[src/lpmc_pkg.sv]
// Purpose: Shared constants and types for the low-power mode controller
// Assumes: 32-bit AHB-Lite register bus, 20 MHz hclk
// Notes:   Register offsets are byte addresses
package lpmc_pkg;

  // Power modes, Gray coded along run-wait-stop paths
  typedef enum logic [2:0] {
    LPMC_RUN    = 3'h0,
    LPMC_WAIT   = 3'h1,
    LPMC_LSTOP  = 3'h3,
    LPMC_DSTOP  = 3'h2,
    LPMC_LOW_POWER_RUN  = 3'h6,
    LPMC_LOW_POWER_WAIT = 3'h7
  } lpmc_mode_t;

  // Register byte offsets
  localparam logic [7:0] LPMC_OFS_CTRL  = 8'h00;
  localparam logic [7:0] LPMC_OFS_CLKG  = 8'h04;
  localparam logic [7:0] LPMC_OFS_GATE1 = 8'h08;
  localparam logic [7:0] LPMC_OFS_GATE2 = 8'h0c;
  localparam logic [7:0] LPMC_OFS_STAT  = 8'h10;
  localparam logic [7:0] LPMC_OFS_CMD   = 8'h14;

  // Control register fields
  localparam int LPMC_CTRL_LPR   = 0;
  localparam int LPMC_CTRL_LOW_POWER_WAKEUP_SELECT = 1;
  localparam int LPMC_CTRL_LOW_VOLTAGE_DETECT_ENABLE  = 2;
  localparam int LPMC_CTRL_LOW_VOLTAGE_STOP_ENABLE = 3;
  localparam int LPMC_CTRL_DSTOP = 4;
  localparam int LPMC_CTRL_W     = 5;

  // Clock generator fields
  localparam int LPMC_CLKG_IRCLK = 0;
  localparam int LPMC_CLKG_IRST  = 1;
  localparam int LPMC_CLKG_ERCLK = 2;
  localparam int LPMC_CLKG_ERST  = 3;
  localparam int LPMC_CLKG_W     = 4;

  // Command register fields (write-one pulses)
  localparam int LPMC_CMD_WAIT = 0;
  localparam int LPMC_CMD_STOP = 1;

  // Status fields
  localparam int LPMC_STAT_MODE = 0;
  localparam int LPMC_STAT_LOW_POWER_RUN_STATUS = 3;

  localparam int LPMC_GATE_W = 8;

  // Reset values: all peripheral clocks enabled
  localparam logic [LPMC_GATE_W-1:0] LPMC_GATE_RST = 8'hff;
  localparam logic [LPMC_CTRL_W-1:0] LPMC_CTRL_RST = 5'h00;
  localparam logic [LPMC_CLKG_W-1:0] LPMC_CLKG_RST = 4'h0;

  localparam logic [1:0] LPMC_HTRANS_NONSEQ = 2'h2;
  localparam logic [2:0] LPMC_HSIZE_WORD    = 3'h2;

endpackage : lpmc_pkg

[src/lpmc_if.sv]
// Purpose: Control bits passed from the register file to the mode sequencer
// Assumes: Same clock for both ends
// Notes:   Command strobes are one-cycle pulses
interface lpmc_if;
  logic                               low_power_run_select;
  logic                               low_power_wakeup_select;
  logic                               low_voltage_detect_enable;
  logic                               low_voltage_stop_enable;
  logic                               dstop_sel;
  logic                               wait_cmd;
  logic                               stop_cmd;
  logic                               lpr_clear;
  lpmc_pkg::lpmc_mode_t               mode;
  logic                               low_power_run_status;

  modport regs (output low_power_run_select, low_power_wakeup_select, low_voltage_detect_enable, low_voltage_stop_enable, dstop_sel, wait_cmd, stop_cmd,
                input lpr_clear, mode, low_power_run_status);
  modport seq  (input low_power_run_select, low_power_wakeup_select, low_voltage_detect_enable, low_voltage_stop_enable, dstop_sel, wait_cmd, stop_cmd,
                output lpr_clear, mode, low_power_run_status);
endinterface : lpmc_if

[src/lpmc_seq.sv]
// Purpose: Power mode sequencer
// Assumes: Wake inputs already synchronised
// Notes:   Holds the current mode and low-power run status
module lpmc_seq (
  // Clock and reset
  input  wire logic hclk,
  input  wire logic hresetn,
  // Control
  lpmc_if.seq       ctl,
  input  wire logic dbg_en,
  input  wire logic irq_wake,
  input  wire logic pin_wake,
  output logic      por_req
);

  typedef struct packed {
    lpmc_pkg::lpmc_mode_t mode;
    logic                 low_power_run_status;
    logic                 por;
  } lpmc_seq_t;

  lpmc_seq_t st_r;
  lpmc_seq_t st_nxt;
  logic      lp_block;

  always_comb begin
    st_nxt     = st_r;
    st_nxt.por = 1'b0;
    lp_block   = dbg_en | (ctl.low_voltage_detect_enable & ctl.low_voltage_stop_enable);
    ctl.lpr_clear = 1'b0;
    case (st_r.mode)
      lpmc_pkg::LPMC_RUN: begin
        if (ctl.low_power_run_select && !lp_block) begin
          st_nxt.mode = lpmc_pkg::LPMC_LOW_POWER_RUN;
          st_nxt.low_power_run_status = 1'b1;
        end else if (ctl.wait_cmd) begin
          st_nxt.mode = lpmc_pkg::LPMC_WAIT;
        end else if (ctl.stop_cmd) begin
          if (ctl.dstop_sel && !lp_block) begin
            st_nxt.mode = lpmc_pkg::LPMC_DSTOP;
          end else begin
            st_nxt.mode = lpmc_pkg::LPMC_LSTOP;
          end
        end
      end
      lpmc_pkg::LPMC_WAIT: begin
        if (irq_wake) begin
          st_nxt.mode = lpmc_pkg::LPMC_RUN;
        end
      end
      lpmc_pkg::LPMC_LOW_POWER_RUN: begin
        if (!ctl.low_power_run_select || lp_block) begin
          st_nxt.mode = lpmc_pkg::LPMC_RUN;
          st_nxt.low_power_run_status = 1'b0;
        end else if (ctl.wait_cmd) begin
          st_nxt.mode = lpmc_pkg::LPMC_LOW_POWER_WAIT;
        end else if (ctl.stop_cmd) begin
          st_nxt.mode = lpmc_pkg::LPMC_LSTOP;
        end
      end
      lpmc_pkg::LPMC_LOW_POWER_WAIT: begin
        if (irq_wake) begin
          if (ctl.low_power_wakeup_select) begin
            st_nxt.mode   = lpmc_pkg::LPMC_RUN;
            st_nxt.low_power_run_status   = 1'b0;
            ctl.lpr_clear = 1'b1;
          end else begin
            st_nxt.mode = lpmc_pkg::LPMC_LOW_POWER_RUN;
          end
        end
      end
      lpmc_pkg::LPMC_LSTOP: begin
        if (irq_wake) begin
          if (!st_r.low_power_run_status) begin
            st_nxt.mode = lpmc_pkg::LPMC_RUN;
          end else if (ctl.low_power_wakeup_select) begin
            st_nxt.mode   = lpmc_pkg::LPMC_RUN;
            st_nxt.low_power_run_status   = 1'b0;
            ctl.lpr_clear = 1'b1;
          end else begin
            st_nxt.mode = lpmc_pkg::LPMC_LOW_POWER_RUN;
          end
        end
      end
      lpmc_pkg::LPMC_DSTOP: begin
        if (pin_wake) begin
          st_nxt.por = 1'b1;
        end
      end
      default: begin
        st_nxt.mode = lpmc_pkg::LPMC_RUN;
      end
    endcase
  end

  always_ff @(posedge hclk or negedge hresetn) begin
    if (!hresetn) begin
      st_r <= '{mode: lpmc_pkg::LPMC_RUN, low_power_run_status: 1'b0, por: 1'b0};
    end else begin
      st_r <= st_nxt;
    end
  end

  assign ctl.mode = st_r.mode;
  assign ctl.low_power_run_status = st_r.low_power_run_status;
  assign por_req  = st_r.por;

endmodule : lpmc_seq

[src/lpmc_top.sv]
// Purpose: Low-power mode controller with AHB-Lite register access
// Assumes: 20 MHz hclk, reset ends any stop mode
// Notes:   Wake and debug inputs are synchronised here
//
// Register access over AHB-Lite and the placing of the registers are this design's own decisions.

// How it works
// - Any stop halts all peripheral clocks
// - Debug clock survives light stop when enabled, off in deep stop
// - Low-power modes gate clocks per register bits
// - Debug enabled turns deep stop into light
// - Debug enabled keeps normal run or wait
// - Low-voltage stop turns deep into light
// - Low-voltage stop keeps normal run or wait
// - Light stop exits to run on reset/interrupt, or to low-power run if entered from it without wakeup select
// - Clock generator on in light stop only if both set, off in deep stop
// - Oscillator on in light stop only if both set, always on in deep stop
// - Regulator full on in run or wait, in light stop only with detection
// - Wake pin in deep stop triggers power-on
// - Wakeup select clears low-power run bits
module lpmc_top (
  // Clock and reset
  input  wire logic        hclk,
  input  wire logic        hresetn,
  // AHB-Lite slave
  input  wire logic        hsel,
  input  wire logic [7:0]  haddr,
  input  wire logic [1:0]  htrans,
  input  wire logic        hwrite,
  input  wire logic [2:0]  hsize,
  input  wire logic [31:0] hwdata,
  input  wire logic        hready,
  output logic      [31:0] hrdata,
  output logic             hreadyout,
  output logic             hresp,
  // Asynchronous inputs
  input  wire logic        debug_keep_alive_enable,
  input  wire logic        irq_in,
  input  wire logic        wake_pin,
  // Power control outputs
  output logic      [7:0]  periph_clk_en_one,
  output logic      [7:0]  periph_clk_en_two,
  output logic             cpu_clk_en,
  output logic             debug_clk_en,
  output logic             clock_gen_on,
  output logic             ext_osc_on,
  output logic             regulator_full_on,
  output logic             regulator_partial_off,
  output logic             por_request
);

  typedef struct packed {
    logic [lpmc_pkg::LPMC_CTRL_W-1:0]  ctrl;
    logic [lpmc_pkg::LPMC_CLKG_W-1:0]  clkg;
    logic [lpmc_pkg::LPMC_GATE_W-1:0]  gate1;
    logic [lpmc_pkg::LPMC_GATE_W-1:0]  gate2;
    logic                              wr_pend;
    logic [7:0]                        wr_addr;
    logic                              wcmd;
    logic                              scmd;
    logic [31:0]                       rdata;
    logic [2:0]                        sync_a;
    logic [2:0]                        sync_b;
    logic [7:0]                        pen1;
    logic [7:0]                        pen2;
    logic [5:0]                        outs;
  } lpmc_top_t;

  lpmc_top_t st_r;
  lpmc_top_t st_nxt;
  lpmc_if    ctl ();
  logic      acc;
  logic      dbg_s;
  logic      irq_s;
  logic      wake_s;
  logic      stop_m;
  logic      low_m;
  logic      por_int;

  lpmc_seq u_seq (
    .hclk     (hclk),
    .hresetn  (hresetn),
    .ctl      (ctl.seq),
    .dbg_en   (dbg_s),
    .irq_wake (irq_s),
    .pin_wake (wake_s),
    .por_req  (por_int)
  );

  assign dbg_s  = st_r.sync_b[0];
  assign irq_s  = st_r.sync_b[1];
  assign wake_s = st_r.sync_b[2];
  assign acc    = hsel & hready & (htrans == lpmc_pkg::LPMC_HTRANS_NONSEQ);

  assign ctl.low_power_run_select       = st_r.ctrl[lpmc_pkg::LPMC_CTRL_LPR];
  assign ctl.low_power_wakeup_select     = st_r.ctrl[lpmc_pkg::LPMC_CTRL_LOW_POWER_WAKEUP_SELECT];
  assign ctl.low_voltage_detect_enable      = st_r.ctrl[lpmc_pkg::LPMC_CTRL_LOW_VOLTAGE_DETECT_ENABLE];
  assign ctl.low_voltage_stop_enable     = st_r.ctrl[lpmc_pkg::LPMC_CTRL_LOW_VOLTAGE_STOP_ENABLE];
  assign ctl.dstop_sel = st_r.ctrl[lpmc_pkg::LPMC_CTRL_DSTOP];
  assign ctl.wait_cmd  = st_r.wcmd;
  assign ctl.stop_cmd  = st_r.scmd;

  always_comb begin
    st_nxt        = st_r;
    st_nxt.sync_a = {wake_pin, irq_in, debug_keep_alive_enable};
    st_nxt.sync_b = st_r.sync_a;
    st_nxt.wcmd   = 1'b0;
    st_nxt.scmd   = 1'b0;
    stop_m = (ctl.mode == lpmc_pkg::LPMC_LSTOP) || (ctl.mode == lpmc_pkg::LPMC_DSTOP);
    low_m  = (ctl.mode == lpmc_pkg::LPMC_LOW_POWER_RUN) || (ctl.mode == lpmc_pkg::LPMC_LOW_POWER_WAIT);
    // Write data phase
    st_nxt.wr_pend = acc & hwrite;
    st_nxt.wr_addr = haddr;
    if (st_r.wr_pend) begin
      case (st_r.wr_addr)
        lpmc_pkg::LPMC_OFS_CTRL:  st_nxt.ctrl  = hwdata[lpmc_pkg::LPMC_CTRL_W-1:0];
        lpmc_pkg::LPMC_OFS_CLKG:  st_nxt.clkg  = hwdata[lpmc_pkg::LPMC_CLKG_W-1:0];
        lpmc_pkg::LPMC_OFS_GATE1: st_nxt.gate1 = hwdata[lpmc_pkg::LPMC_GATE_W-1:0];
        lpmc_pkg::LPMC_OFS_GATE2: st_nxt.gate2 = hwdata[lpmc_pkg::LPMC_GATE_W-1:0];
        lpmc_pkg::LPMC_OFS_CMD: begin
          st_nxt.wcmd = hwdata[lpmc_pkg::LPMC_CMD_WAIT];
          st_nxt.scmd = hwdata[lpmc_pkg::LPMC_CMD_STOP];
        end
        default: begin
        end
      endcase
    end
    if (ctl.lpr_clear) begin
      st_nxt.ctrl[lpmc_pkg::LPMC_CTRL_LPR] = 1'b0;
    end
    // Read data captured in address phase
    st_nxt.rdata = 32'h0;
    if (acc && !hwrite) begin
      case (haddr)
        lpmc_pkg::LPMC_OFS_CTRL:  st_nxt.rdata[lpmc_pkg::LPMC_CTRL_W-1:0] = st_r.ctrl;
        lpmc_pkg::LPMC_OFS_CLKG:  st_nxt.rdata[lpmc_pkg::LPMC_CLKG_W-1:0] = st_r.clkg;
        lpmc_pkg::LPMC_OFS_GATE1: st_nxt.rdata[lpmc_pkg::LPMC_GATE_W-1:0] = st_r.gate1;
        lpmc_pkg::LPMC_OFS_GATE2: st_nxt.rdata[lpmc_pkg::LPMC_GATE_W-1:0] = st_r.gate2;
        lpmc_pkg::LPMC_OFS_STAT: begin
          st_nxt.rdata[lpmc_pkg::LPMC_STAT_MODE +: 3] = ctl.mode;
          st_nxt.rdata[lpmc_pkg::LPMC_STAT_LOW_POWER_RUN_STATUS]      = ctl.low_power_run_status;
        end
        default: begin
        end
      endcase
    end
    if (stop_m) begin
      st_nxt.pen1 = 8'h00;
      st_nxt.pen2 = 8'h00;
    end else if (low_m) begin
      st_nxt.pen1 = st_r.gate1;
      st_nxt.pen2 = st_r.gate2;
    end else begin
      st_nxt.pen1 = 8'hff;
      st_nxt.pen2 = 8'hff;
    end
    // Output bits: cpu, debug, clkgen, osc, reg full, reg partial
    st_nxt.outs[0] = (ctl.mode == lpmc_pkg::LPMC_RUN) || (ctl.mode == lpmc_pkg::LPMC_LOW_POWER_RUN);
    st_nxt.outs[1] = dbg_s && (ctl.mode != lpmc_pkg::LPMC_DSTOP);
    st_nxt.outs[2] = (ctl.mode == lpmc_pkg::LPMC_LSTOP)
                     ? (st_r.clkg[lpmc_pkg::LPMC_CLKG_IRCLK] && st_r.clkg[lpmc_pkg::LPMC_CLKG_IRST])
                     : (ctl.mode != lpmc_pkg::LPMC_DSTOP);
    st_nxt.outs[3] = (ctl.mode == lpmc_pkg::LPMC_LSTOP)
                     ? (st_r.clkg[lpmc_pkg::LPMC_CLKG_ERCLK] && st_r.clkg[lpmc_pkg::LPMC_CLKG_ERST])
                     : 1'b1;
    st_nxt.outs[4] = (ctl.mode == lpmc_pkg::LPMC_LSTOP) ? (ctl.low_voltage_detect_enable && ctl.low_voltage_stop_enable)
                     : (ctl.mode == lpmc_pkg::LPMC_RUN) || (ctl.mode == lpmc_pkg::LPMC_WAIT);
    st_nxt.outs[5] = (ctl.mode == lpmc_pkg::LPMC_DSTOP);
  end

  always_ff @(posedge hclk or negedge hresetn) begin
    if (!hresetn) begin
      st_r       <= '0;
      st_r.ctrl  <= lpmc_pkg::LPMC_CTRL_RST;
      st_r.clkg  <= lpmc_pkg::LPMC_CLKG_RST;
      st_r.gate1 <= lpmc_pkg::LPMC_GATE_RST;
      st_r.gate2 <= lpmc_pkg::LPMC_GATE_RST;
      st_r.pen1  <= 8'hff;
      st_r.pen2  <= 8'hff;
      st_r.outs  <= 6'h1d;
    end else begin
      st_r <= st_nxt;
    end
  end

  assign hrdata                = st_r.rdata;
  assign hreadyout             = 1'b1;
  assign hresp                 = 1'b0;
  assign periph_clk_en_one     = st_r.pen1;
  assign periph_clk_en_two     = st_r.pen2;
  assign cpu_clk_en            = st_r.outs[0];
  assign debug_clk_en          = st_r.outs[1];
  assign clock_gen_on          = st_r.outs[2];
  assign ext_osc_on            = st_r.outs[3];
  assign regulator_full_on     = st_r.outs[4];
  assign regulator_partial_off = st_r.outs[5];
  assign por_request           = por_int;

  // Assertions
  a_stop_gates: assert property (@(posedge hclk) disable iff (!hresetn)
    (ctl.mode == lpmc_pkg::LPMC_LSTOP) |=> (periph_clk_en_one == 8'h00))
    else $error("peripheral clocks not halted in stop");
  a_debug_clock: assert property (@(posedge hclk) disable iff (!hresetn)
    (ctl.mode == lpmc_pkg::LPMC_LSTOP && dbg_s) |=> debug_clk_en)
    else $error("debug clock lost in stop");
  a_lp_gating: assert property (@(posedge hclk) disable iff (!hresetn)
    (ctl.mode == lpmc_pkg::LPMC_LOW_POWER_RUN) |=> (periph_clk_en_two == $past(st_r.gate2)))
    else $error("low-power gating mismatch");
  a_dbg_no_deep: assert property (@(posedge hclk) disable iff (!hresetn)
    (ctl.mode == lpmc_pkg::LPMC_RUN && ctl.stop_cmd && dbg_s)
    |=> (ctl.mode == lpmc_pkg::LPMC_LSTOP))
    else $error("deep stop entered with debug on");
  a_dbg_no_low_power_run: assert property (@(posedge hclk) disable iff (!hresetn)
    dbg_s |=> (ctl.mode != lpmc_pkg::LPMC_LOW_POWER_RUN) || !$past(ctl.mode == lpmc_pkg::LPMC_RUN))
    else $error("low-power run entered with debug on");
  a_lvd_no_deep: assert property (@(posedge hclk) disable iff (!hresetn)
    (ctl.mode == lpmc_pkg::LPMC_RUN && ctl.stop_cmd && ctl.low_voltage_detect_enable && ctl.low_voltage_stop_enable)
    |=> (ctl.mode == lpmc_pkg::LPMC_LSTOP))
    else $error("deep stop entered with detection on");
  a_lstop_wake: assert property (@(posedge hclk) disable iff (!hresetn)
    (ctl.mode == lpmc_pkg::LPMC_LSTOP && irq_s && !ctl.low_power_run_status)
    |=> (ctl.mode == lpmc_pkg::LPMC_RUN))
    else $error("light stop did not wake to run");
  a_reg_standby: assert property (@(posedge hclk) disable iff (!hresetn)
    (ctl.mode == lpmc_pkg::LPMC_LSTOP && !ctl.low_voltage_detect_enable) |=> !regulator_full_on)
    else $error("regulator full on without detection");
  a_pin_por: assert property (@(posedge hclk) disable iff (!hresetn)
    (ctl.mode == lpmc_pkg::LPMC_DSTOP && wake_s) |=> por_request)
    else $error("wake pin did not request power-on");
  a_low_power_wait_run: assert property (@(posedge hclk) disable iff (!hresetn)
    (ctl.mode == lpmc_pkg::LPMC_LOW_POWER_WAIT && irq_s && ctl.low_power_wakeup_select)
    |=> (ctl.mode == lpmc_pkg::LPMC_RUN) ##1 !ctl.low_power_run_select)
    else $error("low-power wait wake wrong");

  c_wait: cover property (@(posedge hclk) disable iff (!hresetn)
    ctl.mode == lpmc_pkg::LPMC_WAIT ##1 ctl.mode == lpmc_pkg::LPMC_RUN);
  c_lstop: cover property (@(posedge hclk) disable iff (!hresetn)
    ctl.mode == lpmc_pkg::LPMC_LSTOP);
  c_dstop: cover property (@(posedge hclk) disable iff (!hresetn)
    ctl.mode == lpmc_pkg::LPMC_DSTOP);
  c_low_power_wait: cover property (@(posedge hclk) disable iff (!hresetn)
    ctl.mode == lpmc_pkg::LPMC_LOW_POWER_WAIT);

endmodule : lpmc_top

[config.mk]
export PLATFORM = sky130hd
export DESIGN_NAME = lpmc_top
export DESIGN_NICKNAME = d
export VERILOG_FILES = /design/src/lpmc_pkg.sv /design/src/lpmc_if.sv /design/src/lpmc_seq.sv /design/src/lpmc_top.sv
export SDC_FILE = /design/constraint.sdc
export NUM_CORES = 1
export LEC_CHECK = 0
export BUFFER_PORTS_ARGS = -buffer_cell sky130_fd_sc_hd__buf_4
export CAP_MARGIN = 30
export CORE_UTILIZATION = 46
export CTS_CLUSTER_SIZE = 28
export DETAILED_ROUTE_END_ITERATION = 10
export PLACE_DENSITY_LB_ADDON = 0.08
export SKIP_CTS_REPAIR_TIMING = 1
export SYNTH_ARGS = -nofsm -noshare
export SYNTH_HDL_FRONTEND = slang
export SYNTH_HIERARCHICAL = 1
export SYNTH_SLANG_ARGS = --single-unit
[constraint.sdc]
create_clock -name hclk -period 1.5 [get_ports hclk]
set_input_delay 0.3 -clock hclk [delete_from_list [all_inputs] [get_ports hclk]]
set_output_delay 0.3 -clock hclk [all_outputs]
set_load 0.1 [all_outputs]
==> flow_summary_export.csv <==
group,metric,value,unit
timing,setup_ws,-0.08282,ns
global_route,grt_first_pass_wirelength,10890,µm
synth,syn_area,3550,µm²
timing,setup_viol,19,
worst_setup_path,crit_path_end_kind,"flip-flop",
worst_setup_path,critPathLaunchType,"flip-flop",
synth,synth_most_common_cell,"buf_4",
worst_setup_path,r2r_slack,-0.08,ns
worst_setup_path,worstPathArrival,1.86,ns
synth,synth_cells,306,
synth,synth_seq_cells,77,
final_layout,post-route-util,56.74,%
timing,fmax,0.6318,GHz
clock_network,cts-htree-levels,3,
final_layout,drive_above_1_share,47.12,%
floorplan,core_area,7370,µm²
synth,ys_top_cells_by_area,"dfrtp_1 29%, dfstp_2 27%, buf_4 11%, mux2_2 9.2%, nand2_1 4.4%",
synth,synth_common_cells,"52 x buf_4, 42 x nand2_1, 41 x dfrtp_1",
detailed_routing,firstDrtPassIters,6,
global_route,grt_pass1_vias,2178,
outcome,status,"finished, violations left",
floorplan,start_util,48.17,%
final_layout,syn_to_final_growth,17.80,%
floorplan,die_area,8072,µm²
detailed_routing,ant_nets,0,
clock_network,cts.path.max_buffers,2,
worst_setup_path,r2r_cells,3,
worst_setup_path,required,1.78,ns
synth,synth-async-reset-ratio,100.0,%
place,routabilityCongestion,0.8310,
synth,yosysTopAreaCellShare,28.90,%
global_route,grt_max_degree,30,
floorplan,rows,31,
floorplan,die_w,89.85,µm
floorplan,num_io_pins,110,
detailed_routing,wl_per_cell,14.27,µm
place,dp_slack,-0.07078,ns
outcome,violations,"setup timing",
detailed_routing,num_vias,2267,
global_route,grtUsageMet1,24.65,%
synth,synth.avg_cell_area,11.60,µm²
timing,min_period,1.583,ns
global_route,global_route.usage.total,17.65,%
worst_setup_path,crit_type,"flip-flop to flip-flop",
synth,synth.yosys.seq_area_share,55.55,%
min_path,worstHoldPathCells,1,
detailed_routing,avgViaCountPerCell,4.886,
global_route,antenna_found_initial,0,
clock_network,clk_latency,0.35,ns
clock_network,cts_tree,"done",
detailed_routing,wirelength,6623,µm
timing,finalCritPeriodShare,105.5,%
timing,finClkSkew,0.008057,ns
synth,ys.flop_type,"dfrtp_1",
flow_run,maxCapViolCount,0,
detailed_routing,drcViolationCount,0,
timing,hold_viol,0,
clock_network,cts-root-buf,"clkbuf_8",
global_route,globalRouteMet3Util,3.215,%
worst_setup_path,crit_fanout,8,
floorplan,die_h,89.85,µm
global_route,globalRoute.busiestLayer,"met2",
synth,yosysWarningCount,6,
timing,whs,0.05811,ns
synth,synth_area_leader_cell,"dfrtp_1",
min_path,holdCritPathClass,"input port to flip-flop",
clock_network,numClockSinks,77,
timing,rsz0062_at_grt,"true",
clock_network,cts_buffers,9,
pwr,total_power,4.749,mW
global_route,overflow,0,
pwr,p_leak,1.863,nW
timing,drv_slew,0,
synth,synth_cell_types,47,
final_layout,nets,413,
final_layout,n_antenna_cell,0,
clock_network,clkSlewWorstSetupHoldPaths,0.07,ns
final_layout,design_area,4182,µm²
synth,synth_edf_count,0,
place,post_dp_cell_area,3913,µm²
place,dpl.hpwl,4702,µm
place,portBuffers,56,
global_route,met2_usage,26.54,%
pwr,power_density,1136,nW/µm²
pwr,ir_drop,0.0007073,V
detailed_routing,drtIter0Drc,104,
==> report_power, final <==
group / internal (mW) / total [mW] / switching (mW)
logic: 0.184 / 0.923 / 0.739
clock network: 0.856 / 1.58 / 0.729
registers: 2.20 / 2.24 / 0.0448
==> routing by layer <==
metal / wire length (µm) / share of wire (%)
met1: 3205 / 48
met2: 3026 / 46
met3: 278 / 4.2
met4: 112 / 1.7
met5: 0 / 0
==> layout make-up <==
type                            instances  area (µm²)
Sequential cell                        77        1973
Multi-Input combinational cell        191        1260
Inverter                                2       7.507
Fill cell                             647        3188
Timing Repair Buffer                   79       615.6
Clock buffer                           12       155.1
Tap cell                               99       123.9
Clock inverter                          4       46.29
==> state kept, by name (all words and copies together) (netlist names) <==
name and cells:
ctl.low_voltage_detect_enable 1, regulator_full_on 1, hrdata 8, periph_clk_en_two 8
ctl.low_power_run_select 1, st_nxt 3, dbg_s 1, ctl.low_voltage_stop_enable 1
ctl.wait_cmd 1, u_seq/ctl.mode 3, st_r 30, periph_clk_en_one 8
cpu_clk_en 1, clock_gen_on 1, regulator_partial_off 1, ctl.low_power_wakeup_select 1
u_seq/ctl.low_power_run_status 1, debug_clk_en 1, ext_osc_on 1, irq_s 1
ctl.dstop_sel 1, ctl.stop_cmd 1, u_seq/por_req 1
==> placed cells by master (no fill, tap or decap), types with 2 or more instances in the layout <==
cell type and instances:
nand2b_1 4, mux2_2 29, buf_4 75, a21oi_1 11, nand3_1 8, nor3_1 5
nand2_1 42, a211o_1 3, and4_1 2, inv_1 2, buf_6 2, clkinv_2 2
mux2i_1 8, nor2b_1 6, nor2_1 14, nand3b_1 2, dfrtp_1 40, conb_1 26
clkbuf_8 11, dfstp_2 36
==> kinds of logic (layout without fill, tap and decap cells) <==
kind of cell | after synthesis | after routing | synth area share (%)
multiplexers | 38 | 38 | 11.77
other | 2 | 26 | 0.2116
buffers and inverters | 62 | 97 | 12.27
AND/OR/NAND/NOR | 99 | 99 | 14.52
AO/OA/AOI/OAI | 28 | 28 | 5.675
flip-flops | 77 | 77 | 55.55
==> per-stage QoR <==
stage,setup TNS (ns),instances
after floorplan,-0.03118,330
after global placement,-0.9571,444
final,-1.095,464
after CTS,-1.085,460
after detailed placement,-0.9925,444
after global routing,-2.757,464
==> final timing paths <==
| check | from | endpoint |
|---|---|---|
| worst min register to register | st_nxt[23]$_DFF_PN0_ | irq_s$_DFF_PN0_ |
| min in group asynchronous | hresetn | hrdata[3]$_DFF_PN0_ |
| worst min-delay path | irq_in | st_nxt[23]$_DFF_PN0_ |
| worst max register to register | st_r[63]$_DFF_PN0_ | st_r[74]$_DFFE_PN1P_ |
| worst max-delay path | st_r[63]$_DFF_PN0_ | st_r[74]$_DFFE_PN1P_ |
| max in group asynchronous | hresetn | periph_clk_en_one[0]$_DFF_PN1_ |
==> worst max-delay path: stages (launching register included) <==
cell and delay (ns):
dfrtp_1 0.40, nor4_4 0.39, and4_4 0.38, mux2_2 0.35
(Power assumes the default switching activity.)
